`src/pkg/sps_defines.svh`:
```
// Register map, field positions, reset values and codes of the serial port status block.
// Summary of operation
// Built-in port error flag, status bit 04, sets on any communication error there.
// Built-in transmit-allowed flag, bit 05, shown only in host link or plain mode.
// Built-in reception-finished flag, bit 06, shown only in plain serial mode.
// Built-in receive overflow flag, bit 07, shown only in host link or plain mode.
// Peripheral result code, bits 08 to 11: 0 normal, 1 parity, 2 framing, 3 overrun.
// Peripheral port error flag, bit 12, sets on any peripheral communication error.
// Peripheral transmit-allowed flag, bit 13, shown only in host link or plain mode.
// Peripheral reception-finished flag, bit 14, shown only in plain serial mode.
// Peripheral receive overflow flag, bit 15, shown only in host link or plain mode.
// Built-in reception count, four BCD digits in one word, plain mode only.
// Peripheral reception count, four BCD digits in its own word, plain mode only.
// Built-in result code, bits 00 to 03, same encoding 0 to 3.
// Error code and error flag change together; nonzero code never shows with flag clear.
`ifndef SPS_DEFINES_SVH
`define SPS_DEFINES_SVH

// ==========================================================================
// Register indices; byte address is four times the index.
`define SPS_IDX_CTRL        4'h0
`define SPS_IDX_CLEAR       4'h1
`define SPS_IDX_STATUS      4'h8
`define SPS_IDX_BI_COUNT    4'h9
`define SPS_IDX_PP_COUNT    4'hA

// ==========================================================================
// Status word fields.
`define SPS_ST_BI_CODE_LSB  0
`define SPS_ST_BI_ERR       4
`define SPS_ST_BI_TXOK      5
`define SPS_ST_BI_RXDONE    6
`define SPS_ST_BI_OVF       7
`define SPS_ST_PP_CODE_LSB  8
`define SPS_ST_PP_ERR       12
`define SPS_ST_PP_TXOK      13
`define SPS_ST_PP_RXDONE    14
`define SPS_ST_PP_OVF       15

// ==========================================================================
// Control word: mode of each port. Clear word: one write-one strobe per item.
`define SPS_CTRL_BI_MODE_LSB 0
`define SPS_CTRL_PP_MODE_LSB 2
`define SPS_CTRL_RESET      4'h0
`define SPS_CLR_PP_LSB      4

// ==========================================================================
// Reset values.
`define SPS_COUNT_RESET     16'h0000
`define SPS_CODE_RESET      2'h0

// ==========================================================================
// Bus answers.
`define SPS_RESP_OKAY       2'h0
`define SPS_RESP_SLVERR     2'h2
`define SPS_RESP_DECERR     2'h3

`endif

```
`src/pkg/sps_pkg.sv`:
```
// Types shared by the serial port status block.
package sps_pkg;

  // ==========================================================================
  // Port protocol modes.
  typedef enum logic [1:0] {
    SPS_MODE_HOST_LINK = 2'h0,
    SPS_MODE_RS232C    = 2'h1,
    SPS_MODE_OTHER     = 2'h2,
    SPS_MODE_IDLE      = 2'h3
  } sps_mode_t;

  // Result codes.
  typedef enum logic [1:0] {
    SPS_ERR_NONE    = 2'h0,
    SPS_ERR_PARITY  = 2'h1,
    SPS_ERR_FRAMING = 2'h2,
    SPS_ERR_OVERRUN = 2'h3
  } sps_err_t;

  // Events and levels from one port's serial logic, same clock.
  typedef struct packed {
    logic     err_pulse;
    sps_err_t err_code;
    logic     tx_allowed;
    logic     rx_done_pulse;
    logic     rx_ovf_pulse;
    logic     rx_byte_pulse;
  } sps_port_evt_t;

  // Software clear strobes for one port.
  typedef struct packed {
    logic clr_count;
    logic clr_ovf;
    logic clr_done;
    logic clr_err;
  } sps_port_clr_t;

  // One port's byte of the status word.
  typedef struct packed {
    logic     ovf;
    logic     rx_done;
    logic     tx_ok;
    logic     err;
    logic [1:0] code_hi;
    sps_err_t code;
  } sps_port_stat_t;

  // Bus state machines.
  typedef enum logic [1:0] {
    SPS_WR_COLLECT = 2'h0,
    SPS_WR_RESP    = 2'h1
  } sps_wr_state_t;

  typedef enum logic {
    SPS_RD_IDLE = 1'b0,
    SPS_RD_DATA = 1'b1
  } sps_rd_state_t;

endpackage

```
`src/hw/sps_bcd_counter.sv`:
```
// Four-digit BCD reception counter.
`timescale 1ns/10ps
`include "sps_defines.svh"

module sps_bcd_counter (
  input  wire logic        aclk,
  input  wire logic        aresetn,
  input  wire logic        count_en,
  input  wire logic        clear,
  output logic [15:0]      count
);

  // Carries ripple digit by digit; 9999 wraps to 0000.
  function automatic logic [15:0] bcd_inc(input logic [15:0] v);
    logic [15:0] r;
    logic        c;
    r = v;
    c = 1'b1;
    for (int i = 0; i < 4; i++) begin
      if (c) begin
        if (v[i*4 +: 4] == 4'h9) begin
          r[i*4 +: 4] = 4'h0;
        end else begin
          r[i*4 +: 4] = v[i*4 +: 4] + 4'h1;
          c = 1'b0;
        end
      end
    end
    return r;
  endfunction

  // A byte arriving with a clear is counted from zero, so it is not lost.
  always_ff @(posedge aclk) begin
    if (!aresetn) begin
      count <= `SPS_COUNT_RESET;
    end else if (clear && count_en) begin
      count <= bcd_inc(`SPS_COUNT_RESET);
    end else if (clear) begin
      count <= `SPS_COUNT_RESET;
    end else if (count_en) begin
      count <= bcd_inc(count);
    end
  end

endmodule // sps_bcd_counter

```
`src/hw/sps_port_track.sv`:
```
// Sticky status flags and result code of one serial port.
`timescale 1ns/10ps
`include "sps_defines.svh"

module sps_port_track (
  input  wire logic                   aclk,
  input  wire logic                   aresetn,
  input  wire sps_pkg::sps_port_evt_t evt,
  input  wire sps_pkg::sps_mode_t     mode,
  input  wire sps_pkg::sps_port_clr_t clr,
  output sps_pkg::sps_port_stat_t     stat
);

  logic             err_flag;
  sps_pkg::sps_err_t err_code;
  logic             done_flag;
  logic             ovf_flag;
  logic             link_or_plain;
  logic             plain;

  assign plain         = (mode == sps_pkg::SPS_MODE_RS232C);
  assign link_or_plain = plain || (mode == sps_pkg::SPS_MODE_HOST_LINK);

  // Code and flag share one process so they can never disagree.
  always_ff @(posedge aclk) begin
    if (!aresetn) begin
      err_flag <= 1'b0;
      err_code <= sps_pkg::SPS_ERR_NONE;
    end else if (evt.err_pulse) begin
      err_flag <= 1'b1;
      err_code <= evt.err_code;
    end else if (clr.clr_err) begin
      err_flag <= 1'b0;
      err_code <= sps_pkg::SPS_ERR_NONE;
    end
  end

  always_ff @(posedge aclk) begin
    if (!aresetn) begin
      done_flag <= 1'b0;
    end else if (evt.rx_done_pulse && plain) begin
      done_flag <= 1'b1;
    end else if (clr.clr_done) begin
      done_flag <= 1'b0;
    end
  end

  always_ff @(posedge aclk) begin
    if (!aresetn) begin
      ovf_flag <= 1'b0;
    end else if (evt.rx_ovf_pulse && link_or_plain) begin
      ovf_flag <= 1'b1;
    end else if (clr.clr_ovf) begin
      ovf_flag <= 1'b0;
    end
  end

  // Flags outside their valid modes read as zero rather than stale history.
  always_comb begin
    stat         = '0;
    stat.code    = err_code;
    stat.err     = err_flag;
    stat.tx_ok   = evt.tx_allowed && link_or_plain;
    stat.rx_done = done_flag && plain;
    stat.ovf     = ovf_flag && link_or_plain;
  end

endmodule // sps_port_track

```
`src/hw/sps_status_regs.sv`:
```
// AXI4-Lite register file for the serial port status and reception counters.
//
// Design decision made here: the AXI4-Lite register port.
`timescale 1ns/10ps
`include "sps_defines.svh"

module sps_status_regs #(
  parameter int AW = 6
) (
  input  wire logic                   aclk,
  input  wire logic                   aresetn,
  input  wire sps_pkg::sps_port_evt_t bi_evt,
  input  wire sps_pkg::sps_port_evt_t pp_evt,
  input  wire logic [AW-1:0]          s_axi_awaddr,
  input  wire logic [2:0]             s_axi_awprot,
  input  wire logic                   s_axi_awvalid,
  output logic                        s_axi_awready,
  input  wire logic [31:0]            s_axi_wdata,
  input  wire logic [3:0]             s_axi_wstrb,
  input  wire logic                   s_axi_wvalid,
  output logic                        s_axi_wready,
  output logic [1:0]                  s_axi_bresp,
  output logic                        s_axi_bvalid,
  input  wire logic                   s_axi_bready,
  input  wire logic [AW-1:0]          s_axi_araddr,
  input  wire logic [2:0]             s_axi_arprot,
  input  wire logic                   s_axi_arvalid,
  output logic                        s_axi_arready,
  output logic [31:0]                 s_axi_rdata,
  output logic [1:0]                  s_axi_rresp,
  output logic                        s_axi_rvalid,
  input  wire logic                   s_axi_rready,
  output sps_pkg::sps_mode_t          bi_mode,
  output sps_pkg::sps_mode_t          pp_mode
);

  // ==========================================================================
  // Address decoding.

  // Word index from a byte address; address bits outside the index field are ignored, so such offsets alias.
  function automatic logic [3:0] word_index(input logic [AW-1:0] a);
    return a[5:2];
  endfunction

  function automatic logic is_mapped(input logic [AW-1:0] a);
    logic [3:0] i;
    i = word_index(a);
    return (i == `SPS_IDX_CTRL) || (i == `SPS_IDX_CLEAR) || (i == `SPS_IDX_STATUS) ||
           (i == `SPS_IDX_BI_COUNT) || (i == `SPS_IDX_PP_COUNT);
  endfunction

  function automatic logic is_writable(input logic [AW-1:0] a);
    logic [3:0] i;
    i = word_index(a);
    return (i == `SPS_IDX_CTRL) || (i == `SPS_IDX_CLEAR);
  endfunction

  // ==========================================================================
  // Write channel.

  sps_pkg::sps_wr_state_t wr_state;
  logic                   aw_held;
  logic                   w_held;
  logic [AW-1:0]          aw_addr;
  logic [31:0]            w_data;
  logic [3:0]             w_strb;
  logic                   wr_fire;
  logic [3:0]             ctrl;
  sps_pkg::sps_port_clr_t bi_clr;
  sps_pkg::sps_port_clr_t pp_clr;

  // Address and data are taken in either order and held until both are in.
  assign s_axi_awready = (wr_state == sps_pkg::SPS_WR_COLLECT) && !aw_held;
  assign s_axi_wready  = (wr_state == sps_pkg::SPS_WR_COLLECT) && !w_held;
  assign wr_fire       = (wr_state == sps_pkg::SPS_WR_COLLECT) && aw_held && w_held;

  always_ff @(posedge aclk) begin
    if (!aresetn) begin
      aw_held <= 1'b0;
      aw_addr <= '0;
    end else if (s_axi_awvalid && s_axi_awready) begin
      aw_held <= 1'b1;
      aw_addr <= s_axi_awaddr;
    end else if (wr_fire) begin
      aw_held <= 1'b0;
    end
  end

  always_ff @(posedge aclk) begin
    if (!aresetn) begin
      w_held <= 1'b0;
      w_data <= 32'h0000_0000;
      w_strb <= 4'h0;
    end else if (s_axi_wvalid && s_axi_wready) begin
      w_held <= 1'b1;
      w_data <= s_axi_wdata;
      w_strb <= s_axi_wstrb;
    end else if (wr_fire) begin
      w_held <= 1'b0;
    end
  end

  always_ff @(posedge aclk) begin
    if (!aresetn) begin
      wr_state     <= sps_pkg::SPS_WR_COLLECT;
      s_axi_bvalid <= 1'b0;
      s_axi_bresp  <= `SPS_RESP_OKAY;
    end else begin
      unique case (wr_state)
        sps_pkg::SPS_WR_COLLECT: begin
          if (wr_fire) begin
            wr_state     <= sps_pkg::SPS_WR_RESP;
            s_axi_bvalid <= 1'b1;
            if (!is_mapped(aw_addr)) begin
              s_axi_bresp <= `SPS_RESP_DECERR;
            end else if (!is_writable(aw_addr)) begin
              s_axi_bresp <= `SPS_RESP_SLVERR;
            end else begin
              s_axi_bresp <= `SPS_RESP_OKAY;
            end
          end
        end
        sps_pkg::SPS_WR_RESP: begin
          if (s_axi_bready) begin
            wr_state     <= sps_pkg::SPS_WR_COLLECT;
            s_axi_bvalid <= 1'b0;
          end
        end
        default: begin
          wr_state     <= sps_pkg::SPS_WR_COLLECT;
          s_axi_bvalid <= 1'b0;
        end
      endcase
    end
  end

  // Mode control; only byte lane 0 carries it.
  always_ff @(posedge aclk) begin
    if (!aresetn) begin
      ctrl <= `SPS_CTRL_RESET;
    end else if (wr_fire && w_strb[0] && (word_index(aw_addr) == `SPS_IDX_CTRL)) begin
      ctrl <= w_data[3:0];
    end
  end

  assign bi_mode = sps_pkg::sps_mode_t'(ctrl[`SPS_CTRL_BI_MODE_LSB +: 2]);
  assign pp_mode = sps_pkg::sps_mode_t'(ctrl[`SPS_CTRL_PP_MODE_LSB +: 2]);

  // Write-one-to-clear strobes last one cycle; a same-cycle event still sets.
  always_comb begin
    bi_clr = '0;
    pp_clr = '0;
    if (wr_fire && w_strb[0] && (word_index(aw_addr) == `SPS_IDX_CLEAR)) begin
      bi_clr = sps_pkg::sps_port_clr_t'(w_data[3:0]);
      pp_clr = sps_pkg::sps_port_clr_t'(w_data[`SPS_CLR_PP_LSB +: 4]);
    end
  end

  // ==========================================================================
  // Port trackers and counters.

  sps_pkg::sps_port_stat_t bi_stat;
  sps_pkg::sps_port_stat_t pp_stat;
  logic [15:0]             bi_count;
  logic [15:0]             pp_count;
  logic [15:0]             status_word;

  sps_port_track u_bi_track (
    .aclk    (aclk),
    .aresetn (aresetn),
    .evt     (bi_evt),
    .mode    (bi_mode),
    .clr     (bi_clr),
    .stat    (bi_stat)
  );

  sps_port_track u_pp_track (
    .aclk    (aclk),
    .aresetn (aresetn),
    .evt     (pp_evt),
    .mode    (pp_mode),
    .clr     (pp_clr),
    .stat    (pp_stat)
  );

  // Counting only in plain serial mode; other modes freeze the count.
  sps_bcd_counter u_bi_count (
    .aclk     (aclk),
    .aresetn  (aresetn),
    .count_en (bi_evt.rx_byte_pulse && (bi_mode == sps_pkg::SPS_MODE_RS232C)),
    .clear    (bi_clr.clr_count),
    .count    (bi_count)
  );

  sps_bcd_counter u_pp_count (
    .aclk     (aclk),
    .aresetn  (aresetn),
    .count_en (pp_evt.rx_byte_pulse && (pp_mode == sps_pkg::SPS_MODE_RS232C)),
    .clear    (pp_clr.clr_count),
    .count    (pp_count)
  );

  always_comb begin
    status_word                               = 16'h0000;
    status_word[`SPS_ST_BI_CODE_LSB +: 2]     = bi_stat.code;
    status_word[`SPS_ST_BI_ERR]               = bi_stat.err;
    status_word[`SPS_ST_BI_TXOK]              = bi_stat.tx_ok;
    status_word[`SPS_ST_BI_RXDONE]            = bi_stat.rx_done;
    status_word[`SPS_ST_BI_OVF]               = bi_stat.ovf;
    status_word[`SPS_ST_PP_CODE_LSB +: 2]     = pp_stat.code;
    status_word[`SPS_ST_PP_ERR]               = pp_stat.err;
    status_word[`SPS_ST_PP_TXOK]              = pp_stat.tx_ok;
    status_word[`SPS_ST_PP_RXDONE]            = pp_stat.rx_done;
    status_word[`SPS_ST_PP_OVF]               = pp_stat.ovf;
  end

  // ==========================================================================
  // Read channel.

  sps_pkg::sps_rd_state_t rd_state;

  // Counts outside plain mode read as zero, since they are not meaningful there.
  function automatic logic [31:0] read_word(input logic [AW-1:0] a);
    logic [31:0] r;
    r = 32'h0000_0000;
    unique case (word_index(a))
      `SPS_IDX_CTRL:     r[3:0]  = ctrl;
      `SPS_IDX_STATUS:   r[15:0] = status_word;
      `SPS_IDX_BI_COUNT: r[15:0] = (bi_mode == sps_pkg::SPS_MODE_RS232C) ? bi_count : 16'h0000;
      `SPS_IDX_PP_COUNT: r[15:0] = (pp_mode == sps_pkg::SPS_MODE_RS232C) ? pp_count : 16'h0000;
      default:           r       = 32'h0000_0000;
    endcase
    return r;
  endfunction

  assign s_axi_arready = (rd_state == sps_pkg::SPS_RD_IDLE);

  always_ff @(posedge aclk) begin
    if (!aresetn) begin
      rd_state     <= sps_pkg::SPS_RD_IDLE;
      s_axi_rvalid <= 1'b0;
      s_axi_rdata  <= 32'h0000_0000;
      s_axi_rresp  <= `SPS_RESP_OKAY;
    end else begin
      unique case (rd_state)
        sps_pkg::SPS_RD_IDLE: begin
          if (s_axi_arvalid) begin
            rd_state     <= sps_pkg::SPS_RD_DATA;
            s_axi_rvalid <= 1'b1;
            s_axi_rdata  <= read_word(s_axi_araddr);
            s_axi_rresp  <= is_mapped(s_axi_araddr) ? `SPS_RESP_OKAY : `SPS_RESP_DECERR;
          end
        end
        sps_pkg::SPS_RD_DATA: begin
          if (s_axi_rready) begin
            rd_state     <= sps_pkg::SPS_RD_IDLE;
            s_axi_rvalid <= 1'b0;
          end
        end
      endcase
    end
  end

endmodule // sps_status_regs

```
`config.mk`:
```
export PLATFORM = sky130hd
export DESIGN_NAME = sps_status_regs
export DESIGN_NICKNAME = d
export VERILOG_FILES = /design/src/pkg/sps_pkg.sv /design/src/hw/sps_bcd_counter.sv /design/src/hw/sps_port_track.sv /design/src/hw/sps_status_regs.sv
export VERILOG_INCLUDE_DIRS = /design/src /design/src/pkg
export SDC_FILE = /design/constraint.sdc
export NUM_CORES = 1
export LEC_CHECK = 0
export BUFFER_PORTS_ARGS = -buffer_cell sky130_fd_sc_hd__buf_4
export CORE_ASPECT_RATIO = 1.2
export CORE_MARGIN = 2
export CORE_UTILIZATION = 45
export CTS_CLUSTER_SIZE = 14
export DETAILED_ROUTE_END_ITERATION = 6
export MAX_ROUTING_LAYER = met4
export PLACE_DENSITY = 0.71
export SYNTH_ARGS = -nofsm -noshare
export SYNTH_HDL_FRONTEND = slang
export SYNTH_SLANG_ARGS = --single-unit
```
`constraint.sdc`:
```
create_clock -name aclk -period 1.3 [get_ports aclk]
set_input_delay 0.13 -clock aclk [delete_from_list [all_inputs] [get_ports aclk]]
set_output_delay 0.13 -clock aclk [all_outputs]
set_load 0.005 [all_outputs]
```
# Yosys cells after proc, flatten, opt, wreduce, memory -nomap -nowiden

Cells that the tools add are included.

Memories kept: 0
Memory bits (read-only): 0
Memory bits (writable): 0
Input port bits: 75
Latch bits: 0
Output and inout port bits: 45
Register bits after elaboration: 88

Reductions and logical operators: 62
Multipliers: 0
$lt $le $gt $ge: 0
Equality and inequality tests: 23
Div/mod/pow operators: 0
Shift-type cells: 0
Bitwise gates (word level): 2
Multiplexer cells: 88
$add $sub $neg: 8

Operators with widths:

| cell                                                             | count |
|---|---|
| 1-bit 2-to-1 mux                                                 | 61 |
| 4-bit == test (second input constant)                            | 14 |
| 4-bit 2-to-1 mux                                                 | 10 |
| 12-bit case mux with 3 select lines                              | 1 |
| 4-bit by 1-bit adder with 4-bit output (second input constant)   | 8 |
| 16-bit 2-to-1 mux                                                | 2 |
| 1-bit logical AND                                                | 23 |
| 2-bit AND reduction                                              | 10 |
| 2-bit 2-to-1 mux                                                 | 9 |
| 4-bit case mux with 4 select lines                               | 1 |
| 2-bit nonzero test                                               | 8 |
| 1-bit logical OR                                                 | 10 |
| 4-bit by 1-bit == test with 1-bit output (second input constant) | 2 |
| 4-bit zero test                                                  | 2 |
| 2-bit != test (second input constant)                            | 4 |
| 2-bit by 1-bit == test with 1-bit output (second input constant) | 3 |
| 2-bit zero test                                                  | 3 |
| 1-bit case mux with 2 select lines                               | 3 |
| 3-bit nonzero test                                               | 2 |
| 3-bit OR reduction                                               | 2 |
| 2-bit case mux with 2 select lines                               | 1 |
| 1-bit zero test                                                  | 2 |
| 1-bit inverter                                                   | 2 |

# Logic depth before layout (Yosys ltp)

Gate-level depths: netlist of the first run.

Depth in word-level cells: 20
Depth in mapped cells: 6
Gate-level depth less buffers: 4

# By module

From an unflattened synthesis of the first run, not the netlist that was laid out.

Cell total of the unflattened synthesis: 480
Area, all modules: 4,216.5 um^2

Modules (own cells, without submodules):

| module                        | instances | area each (um^2) | cells each | seq. area each (um^2) |
|---|---|---|---|---|
| sps_status_regs               | 1         | 2,098.3          | 245        | 820.8 |
| sps_bcd_counter at u_bi_count | 1         | 822.0            | 94         | 320.3 |
| sps_bcd_counter at u_pp_count | 1         | 808.3            | 93         | 320.3 |
| sps_port_track                | 2         | 244.0            | 24         | 100.1 |

# Least setup slack after synthesis of the first run

OpenSTA, ideal clock, no wires.

Kind: reg2reg
Start: register s_axi_bvalid (netlist name)
End: register u_pp_count.count[10]
Arrival time: 1.340 ns
Stages on the path, launching flop included: 7
Setup time: 0.117 ns
Data required time: 1.183 ns
Buffers on the path: 2
Path slack: -0.157 ns
Clock period less this slack: 1.457 ns
Cells stage by stage: dfxtp_1 > and3b_1 > clkbuf_1 > nand4_1 > nand2_1 > buf_2 > nor2_1

RTL lines:

| element                | RTL line              | RTL |
|---|---|---|
| end signal: assignment | sps_bcd_counter.sv:35 | `` count <= `SPS_COUNT_RESET; `` |
| end signal: assignment | sps_bcd_counter.sv:37 | `` count <= bcd_inc(`SPS_COUNT_RESET); `` |
| end signal: assignment | sps_bcd_counter.sv:39 | `` count <= `SPS_COUNT_RESET; `` |
| end: declaration       | sps_bcd_counter.sv:10 | `output logic [15:0] count` |

# Final worst setup path of the first run

Start: register aw_addr[3]
End: register ctrl[2]

Word-level cells in the longest chain between the ends: 2

RTL lines:

| element                   | RTL line               | RTL |
|---|---|---|
| start: declaration        | sps_status_regs.sv:64  | `logic [AW-1:0] aw_addr;` |
| start signal: assignment  | sps_status_regs.sv:83  | `aw_addr <= s_axi_awaddr;` |
| 4-bit zero test (no line) | -                      |  |
| 1-bit logical AND         | sps_status_regs.sv:141 | `` end else if (wr_fire && w_strb[0] && (word_index(aw_addr) == `SPS_IDX_CTRL)) begin `` |
| end signal: assignment    | sps_status_regs.sv:140 | `` ctrl <= `SPS_CTRL_RESET; `` |
| end signal: assignment    | sps_status_regs.sv:142 | `ctrl <= w_data[3:0];` |
| end: declaration          | sps_status_regs.sv:68  | `logic [3:0] ctrl;` |

Every way passes these cells.
A chain may end at the register's enable or synchronous reset.

==> impl_results.rst, run 1 <==
.. list-table::
   :header-rows: 1

   * - Metric
     - Value
   * - Number of flops mapped to enable cells by yosys
     - 0
   * - Number of fill cells
     - roughly 760
   * - Required time of the worst setup path
     - roughly 1.6 ns
   * - Slowest stage cell on the critical path
     - sky130_fd_sc_hd__nor3b_4
   * - Type of the worst setup path
     - register to register
   * - Clock-pin slew reported for the worst setup and hold paths after clock tree synthesis
     - roughly 0.080 ns
   * - Power density normalized to cell area
     - between 800 and 900 nW/um^2
   * - Peak fanout along the critical path
     - 4
   * - Final HPWL from detailed placement
     - around 8100 microns
   * - Via count of the first global-routing pass
     - 3800
   * - Number of vias per cell
     - around 5.4
   * - Site Rows
     - 37
   * - Detailed Route WL
     - 10700 microns
   * - Fmax
     - approximately 690 MHz
   * - First-pass GRT wire length
     - about 18000 microns
   * - Async S/R FF share, synth
     - 0%
   * - Total number of yosys warnings
     - 0
   * - Antenna violation net count after detailed routing
     - 0
   * - Worst slew pin tran
     - 0.619 ns
   * - Number of non-filler instances in the completed layout
     - around 700
   * - Proportion of layout cells with a drive suffix above 1
     - between 30 and 40%
   * - Clk Tree Root Cell
     - sky130_fd_sc_hd__clkbuf_8
   * - DR WL/cell
     - ~15 microns
   * - Number of ports placed on the die boundary
     - 120
   * - Smallest setup slack after layout
     - -0.148 ns
   * - Leak Pwr
     - about 2.3 nW
   * - Count of vias placed by the detailed router
     - ~3900
   * - Top cells by area, synth
     - sky130_fd_sc_hd__dfxtp_1, sky130_fd_sc_hd__nand2_1, sky130_fd_sc_hd__nor2b_1
   * - Run status
     - finished with violations
   * - Clock latency at the later pin of the worst-skew pair
     - around 0.37 ns
   * - Bufs and invs on worst path
     - 0
   * - Number of distinct library cells after synthesis
     - 48
   * - Setup repair after global routing missed its margin
     - yes
   * - Antenna violations before repair
     - 0
   * - Most repeated cell in the gate-level netlist after synthesis
     - sky130_fd_sc_hd__dfxtp_1
   * - TritonCTS buffer count
     - 9
   * - Top_reg_cell synth
     - sky130_fd_sc_hd__dfxtp_1
   * - Total number of clock tree sinks
     - between 80 and 90
   * - Sequential area share after synthesis
     - between 40% and 50%
   * - P&R area growth vs syn
     - 37.1%
   * - Global-route congestion overflow total
     - 0
   * - Port bufs
     - 66
   * - Maximum number of pins on one net before global-route repair
     - 36
   * - Starting DRC count in detailed routing
     - about 320
   * - Flops & latches, synth
     - between 80 and 90
   * - Clock Path Buffers
     - 2
   * - Most numerous cell types in the synthesized netlist
     - sky130_fd_sc_hd__dfxtp_1, sky130_fd_sc_hd__nand2_1, sky130_fd_sc_hd__nor2b_1, sky130_fd_sc_hd__a21oi_1, sky130_fd_sc_hd__o21ai_0
   * - Number of levels in the clock H-tree
     - 3
   * - Worst voltage drop across the vdd grid
     - around 860 uV
   * - Final number of setup-violating endpoints
     - between 50 and 60
   * - Failing checks
     - setup timing
   * - Gate family responsible for the most delay along the worst path
     - simple AND/OR/NAND/NOR gates
   * - CTS tree
     - yes
   * - Routability cong.
     - between 0.9 and 1
   * - Skew final
     - approximately 0.012 ns
   * - Cell total after placement
     - around 700
   * - Worst-path cell chain
     - nor4b_4, nor3b_4, mux2i_1, nor2b_1
   * - Share of the core filled with cells
     - a little under two thirds
   * - Pre-Repair DR Iteration Count
     - 7
   * - Chip Width
     - approximately 90 microns
   * - Power after layout
     - between 4 and 5 mW
   * - Count of final max-slew check failures
     - 0
   * - Crit share post-route
     - 111%
   * - Number of max-cap violations
     - 0
   * - Total GRT Usage
     - 23.2%
   * - Number of remaining DRC errors
     - 0
   * - Final net count
     - a little under 700
   * - Area of the placeable core
     - 8660 sq um
   * - Height of the die
     - 108 microns
   * - Delay contributed by the slowest stage of the critical path
     - slightly below 0.4 ns
   * - Critical Path AT
     - 1.71 ns
   * - Diodes inserted
     - 0
   * - Worst min-delay path class
     - input pin to register
   * - Starting density of the core
     - 46.6%
   * - Storage element area
     - between 1500 and 2000 sq um
   * - Hold Vio Cnt, Final
     - 0
   * - Minimum clock period after layout
     - around 1.4 ns
   * - Post-synthesis instance area
     - around 4000 sq um
   * - Area of the die
     - slightly below 10000 sq um
   * - Synthesized area per cell
     - 8.82 sq um
   * - Fraction of synthesized cell area taken by the top area cell type
     - between 40% and 50%
   * - CP Capture Type
     - register
   * - Worst slew margin
     - 58.5%
   * - Cell taking the most area after synthesis
     - sky130_fd_sc_hd__dfxtp_1
   * - Total area of multi-input combinational cells
     - around 2300 sq um
   * - CP Launch Type
     - register
   * - Gate count after technology mapping
     - 458
path summary, 6_finish.rpt:
kind                                     from                     endpoint  slack, ns  cells past startpoint
setup / recovery      aw_addr[3]$_SDFFE_PN0P_         ctrl[2]$_SDFFE_PN0P_      -0.15                      4
hold / removal                 s_axi_wdata[6]       w_data[6]$_SDFFE_PN0P_       0.01                      3
setup reg to reg      aw_addr[3]$_SDFFE_PN0P_         ctrl[2]$_SDFFE_PN0P_      -0.15                      4
hold reg to reg   s_axi_rdata[6]$_SDFFE_PN0P_  s_axi_rdata[6]$_SDFFE_PN0P_       0.45                      2
layout by cell type (no fill, tap or decap), types with 5 or more instances in the layout:
cell	Yosys	final
sky130_fd_sc_hd__buf_4	20	144
sky130_fd_sc_hd__dfxtp_1	83	74
sky130_fd_sc_hd__nand2_1	61	58
sky130_fd_sc_hd__nor2b_1	36	35
sky130_fd_sc_hd__a21oi_1	26	23
sky130_fd_sc_hd__conb_1	1	16
sky130_fd_sc_hd__o21ai_1	4	15
sky130_fd_sc_hd__nor2_1	18	15
sky130_fd_sc_hd__o21ai_0	25	14
sky130_fd_sc_hd__nand4_1	13	13
sky130_fd_sc_hd__clkbuf_8	0	13
sky130_fd_sc_hd__a21boi_0	19	11
sky130_fd_sc_hd__xor2_1	11	11
sky130_fd_sc_hd__a222oi_1	10	10
sky130_fd_sc_hd__mux2i_1	9	9
sky130_fd_sc_hd__nand3b_1	8	8
sky130_fd_sc_hd__and4bb_2	8	8
sky130_fd_sc_hd__nand3_1	11	8
sky130_fd_sc_hd__or3_1	8	8
sky130_fd_sc_hd__o21a_1	7	7
sky130_fd_sc_hd__dfxtp_2	0	7
sky130_fd_sc_hd__inv_1	6	6
sky130_fd_sc_hd__and2_4	2	5
sky130_fd_sc_hd__nand2b_1	5	5
sky130_fd_sc_hd__nand4b_1	5	5
where the power goes:
| part | switching [mW] | internal [mW] |
|---|---|---|
| clock | 0.931 | 0.899 |
| combinational | 0.228 | 0.270 |
| sequential | 0.0531 | 2.60 |
| total | 1.21 | 3.77 |
stage by stage:
stage	worst slack, ns	hold WS [ns]	cell area, sq um	TNS [ns]
floorplan	-0.0857	0.268	4190	-1.31
global placement	-0.133	0.361	5160	-5.01
detailed placement	-0.184	0.370	5160	-7.04
CTS	-0.150	0.00608	5420	-6.03
global route	-0.274	0.0273	5540	-11.16
finish	-0.148	0.00967	5540	-5.97
cell type report:
cell class / instances / area share [%]
Clock buffer: 13 / 3.23
Clock inverter: 3 / 0.362
Inverter: 6 / 0.407
Multi-Input combinational cell: 347 / 41.8
Sequential cell: 83 / 30.3
Tap cell: 117 / 2.64
Timing Repair Buffer: 151 / 21.2
kinds of logic after synthesis:
kind of cell / share of synthesized area (%)
and+or+nand+nor: 30.6
AOI/OAI and AO/OA: 17.0
DFF: 41.2
buffers and inverters: 6.29
xor gates and xnor gates: 2.60
muxes: 2.23
other: 0.0929
per-layer routing:
layer	part of all wire [%]	wire length, microns	vias to the layer above	GRT usage (%)
li1	-	-	1885	-
met1	41	4420	1823	25.5
met5	0	0	-	-
met3	5.0	540	19	3.92
met4	2.0	217	0	11.1
met2	52	5530	132	41.0
sequential cells by signal, indices dropped and copies added (netlist names), 2 cells and up:
register	flops
aw_addr	4
ctrl	4
s_axi_bresp	2
s_axi_rdata	16
u_bi_count.count	16
u_bi_track.err_code	2
u_pp_count.count	16
u_pp_track.err_code	2
w_data	8
worst reg2reg max path: cells and delay by family (launching register included):
kind             cells  cell delay [ns]
and+or+nand+nor      3             0.77
DFF                  1             0.34
muxes                1             0.23
what timing repair did:
action	4_1_cts	5_1_grt
hold endpoints to repair	1	0
gates cloned	1	0
setup buffers	3	5
pin swaps	16	17
gates resized for setup	20	31
hold buffers	1	0
endpoints found under the setup margin	73	75
Note: power is estimated with default switching activity, not from simulation.
==> run 2: changes to the inputs <==
--- a/config.mk
+++ b/config.mk
@@ -6,7 +6,7 @@
 export SDC_FILE = /design/constraint.sdc
 export NUM_CORES = 1
 export LEC_CHECK = 0
-export BUFFER_PORTS_ARGS = -buffer_cell sky130_fd_sc_hd__buf_4
+export BUFFER_PORTS_ARGS = -buffer_cell sky130_fd_sc_hd__buf_2
 export CORE_ASPECT_RATIO = 1.2
 export CORE_MARGIN = 2
 export CORE_UTILIZATION = 45
==> run 2 against run 1 <==
  * First-iteration DRC count down 16%
  * Register-to-register slack worse by 0.02 ns
  * Critical path type unchanged
  * Via count up 1.9%
  * Clock power down 3%
  * Total power down 1.6%
  * Critical endpoint is now u_pp_count.count[13]$_SDFFE_PP0P_
  * Non-clock buffer count up 9
  * The flow still finishes with violations (setup timing)
  * Routed wire length up 1.8%
  * Highest routed layer unchanged
  * Global-route usage up 0.13 points
  * Cell count up 1.3%
  * Largest power group unchanged
==> impl_results.rst, run 2 (synthesis results as in run 1) <==
.. list-table::
   :header-rows: 1

   * - Metric
     - Value
   * - Clk Tree Root Cell
     - sky130_fd_sc_hd__clkbuf_8
   * - Worst voltage drop across the vdd grid
     - 920 uV (+7.3%)
   * - Port bufs
     - 66 (unchanged)
   * - Global-route congestion overflow total
     - 0 (unchanged)
   * - Power density normalized to cell area
     - 891 nW/um^2 (-0.93%)
   * - Worst hold-check slack
     - 0.00474 ns (-0.00493 ns)
   * - CTS tree
     - yes
   * - Final number of setup-violating endpoints
     - 57 (-3.4%)
   * - Antenna violation net count after detailed routing
     - 0 (unchanged)
   * - Startpoint of the most critical register-to-register path
     - ctrl[3]$_SDFFE_PN0P_
   * - Number of vias per cell
     - 5.40 (+0.68%)
   * - Post-place setup slack
     - -0.201 ns (-0.0170 ns)
   * - Worst-case reg-to-reg path depth
     - 4 (unchanged)
   * - Number of fill cells
     - 752 (-0.53%)
   * - Number of levels in the clock H-tree
     - 3 (unchanged)
   * - Diodes inserted
     - 0 (unchanged)
   * - Clock latency at the later pin of the worst-skew pair
     - 0.38 ns (about the same)
   * - Failing checks
     - setup timing
   * - Worst slew pin tran
     - 0.635 ns (+0.0163 ns)
   * - Number of remaining DRC errors
     - 0 (unchanged)
   * - TritonCTS buffer count
     - 9 (unchanged)
   * - Final HPWL from detailed placement
     - 7850 microns (-2.5%)
   * - Area of the placeable core
     - 8660 sq um (unchanged)
   * - Routability cong.
     - 0.892 (-3.8%)
   * - Required time of the worst setup path
     - 1.60 ns (+0.04 ns)
   * - Number of ports placed on the die boundary
     - 120 (unchanged)
   * - Detailed Route WL
     - 10900 microns (+1.8%)
   * - Run status
     - finished with violations
   * - Chip Width
     - 90.5 microns (unchanged)
   * - Critical Path AT
     - 1.77 ns (+0.06 ns)
   * - Worst slew margin
     - 57.5% (-1.1 points)
   * - Total number of clock tree sinks
     - 83 (unchanged)
   * - Destination of the worst hold path
     - u_bi_track.err_code[1]$_SDFFE_PN0P_
   * - Site Rows
     - 37 (unchanged)
   * - Type of the worst setup path
     - register to register
   * - Clock Path Buffers
     - 2 (unchanged)
   * - CP Capture Type
     - register
   * - Via count of the first global-routing pass
     - 3807 (+0.18%)
   * - TNS Setup
     - -5.41 ns (+0.554 ns)
   * - Minimum clock period after layout
     - 1.46 ns (+0.0152 ns)
   * - Total GRT Usage
     - 23.3% (+0.13 points)
   * - Peak fanout along the critical path
     - 5 (+1)
   * - Pre-Repair DR Iteration Count
     - 5 (-2)
   * - Leak Pwr
     - 2.27 nW (-0.13%)
   * - Worst min-delay path class
     - input pin to register
   * - Count of final max-slew check failures
     - 0 (unchanged)
   * - Clock-pin slew reported for the worst setup and hold paths after clock tree synthesis
     - 0.09 ns (about the same)
   * - Smallest setup slack after layout
     - -0.164 ns (-0.0152 ns)
   * - Number of max-cap violations
     - 0 (unchanged)
   * - Count of vias placed by the detailed router
     - 3934 (+1.9%)
   * - CP Launch Type
     - register
   * - Maximum number of pins on one net before global-route repair
     - 33 (-8.3%)
   * - Finished Cell Area
     - 5500 sq um (-0.70%)
   * - Crit share post-route
     - 113% (+1.2 points)
   * - Critical register-to-register path endpoint
     - u_pp_count.count[13]$_SDFFE_PP0P_
   * - Beginning of the worst hold path
     - bi_evt[5]
   * - Final net count
     - 682 (+1.3%)
   * - Skew final
     - 0.0133 ns (+0.000865 ns)
   * - Number of cells traversed by the worst hold path
     - 3 (unchanged)
   * - Proportion of layout cells with a drive suffix above 1
     - 38.2% (+1.8 points)
   * - Launch point of the critical path
     - ctrl[3]$_SDFFE_PN0P_
   * - Hold Vio Cnt, Final
     - 0 (unchanged)
   * - Leading registers by flop count
     - s_axi_rdata x16, u_bi_count.count x16, u_pp_count.count x16
   * - First-pass GRT wire length
     - 17600 microns (-0.28%)
   * - Setup slack, reg-to-reg
     - -0.16 ns (-0.02 ns)
   * - Standard cell area after detailed placement
     - 5000 sq um (-3.1%)
   * - Fmax
     - 683 MHz (-1.0%)
   * - Height of the die
     - 108 microns (unchanged)
   * - P&R area growth vs syn
     - 36.2%
   * - Starting DRC count in detailed routing
     - 266 (-16%)
   * - Antenna violations before repair
     - 0 (unchanged)
   * - Commonest cells after routing, fill and taps aside
     - sky130_fd_sc_hd__buf_4, sky130_fd_sc_hd__dfxtp_1, sky130_fd_sc_hd__buf_2
   * - Setup repair after global routing missed its margin
     - yes
   * - Starting density of the core
     - 46.6% (unchanged)
   * - Area of the die
     - 9750 sq um (unchanged)
   * - DR WL/cell
     - 15.0 microns (+0.57%)
   * - Most common library cell in the layout ignoring fill and taps
     - sky130_fd_sc_hd__buf_4
==> run 2: cell types whose count changed in the layout (fill, tap and decap cells not counted), moves of 2 or more <==
cell,change
sky130_fd_sc_hd__a21oi_1,-8
sky130_fd_sc_hd__dfxtp_1,+2
sky130_fd_sc_hd__dlygate4sd3_1,+6
sky130_fd_sc_hd__clkinvlp_4,-2
sky130_fd_sc_hd__inv_6,+5
sky130_fd_sc_hd__clkbuf_8,-4
sky130_fd_sc_hd__buf_4,-63
sky130_fd_sc_hd__nor2_4,+6
sky130_fd_sc_hd__and4bb_4,+2
sky130_fd_sc_hd__nor2_1,-6
sky130_fd_sc_hd__a21oi_2,+8
sky130_fd_sc_hd__dfxtp_2,-2
sky130_fd_sc_hd__buf_2,+66
==> run 2: worst max path at each step <==
stage | slack (ns) | cells past startpoint | end
floorplan | -0.09 | 4 | ctrl[0]$_SDFFE_PN0P_
global placement | -0.15 | 4 | u_pp_count.count[13]$_SDFFE_PP0P_
detailed placement | -0.20 | 4 | u_pp_count.count[13]$_SDFFE_PP0P_
CTS | -0.17 | 4 | ctrl[1]$_SDFFE_PN0P_
global route | -0.27 | 4 | ctrl[1]$_SDFFE_PN0P_
finish | -0.16 | 4 | u_pp_count.count[13]$_SDFFE_PP0P_
==> run 2: critical path, stage by stage (launching register included) <==
cell and delay [ns]:
sky130_fd_sc_hd__dfxtp_4 0.38, sky130_fd_sc_hd__and4b_2 0.33, sky130_fd_sc_hd__nand4_1 0.20, sky130_fd_sc_hd__or3_1 0.36, sky130_fd_sc_hd__a21oi_1 0.13
==> run 2: timing repair <==
action / in CTS / in global routing
setup endpoints to repair: 67 / 68
pin swaps: 26 / 19
setup buffers: 3 / 5
hold endpoints to repair: 7 / 0
cloned: 1 / 1
gates resized for setup: 25 / 41
hold buffers: 7 / 0
==> run 2: final cells by class <==
type | instances | area (sq um) | share of cell area, %
clock buffers | 9 | 124 | 2.25
repair buffers | 160 | 1110 | 20.1
flip-flops and latches | 83 | 1680 | 30.5
inverters | 6 | 22.5 | 0.410
clock inverters | 7 | 57.6 | 1.05
well taps | 117 | 146 | 2.66
multi-input cells | 347 | 2360 | 43.0
==> run 2: routing by layer <==
layer	routed length (microns)	part of all wire, %	track usage, %
met5	0	0	-
met1	4490	41	26.0
met4	175	1.6	10.3
met3	644	5.9	3.92
met2	5610	51	41.3
==> run 2: report_power, final <==
group	leakage (nW)	internal (mW)	switching, mW
clock	0.0954	0.727	1.05
sequential	0.678	2.60	0.0506
combinational	1.50	0.239	0.236
total	2.27	3.57	1.34
==> run 2: metrics by stage <==
stage	total power [mW]	std cells	utilization [%]
after detailed placement	3.12	696	57.8
final	4.90	729	63.5
after floorplan	2.95	473	-
after CTS	4.90	723	61.4
after global routing	5.10	729	63.5
after global placement	3.11	696	57.8
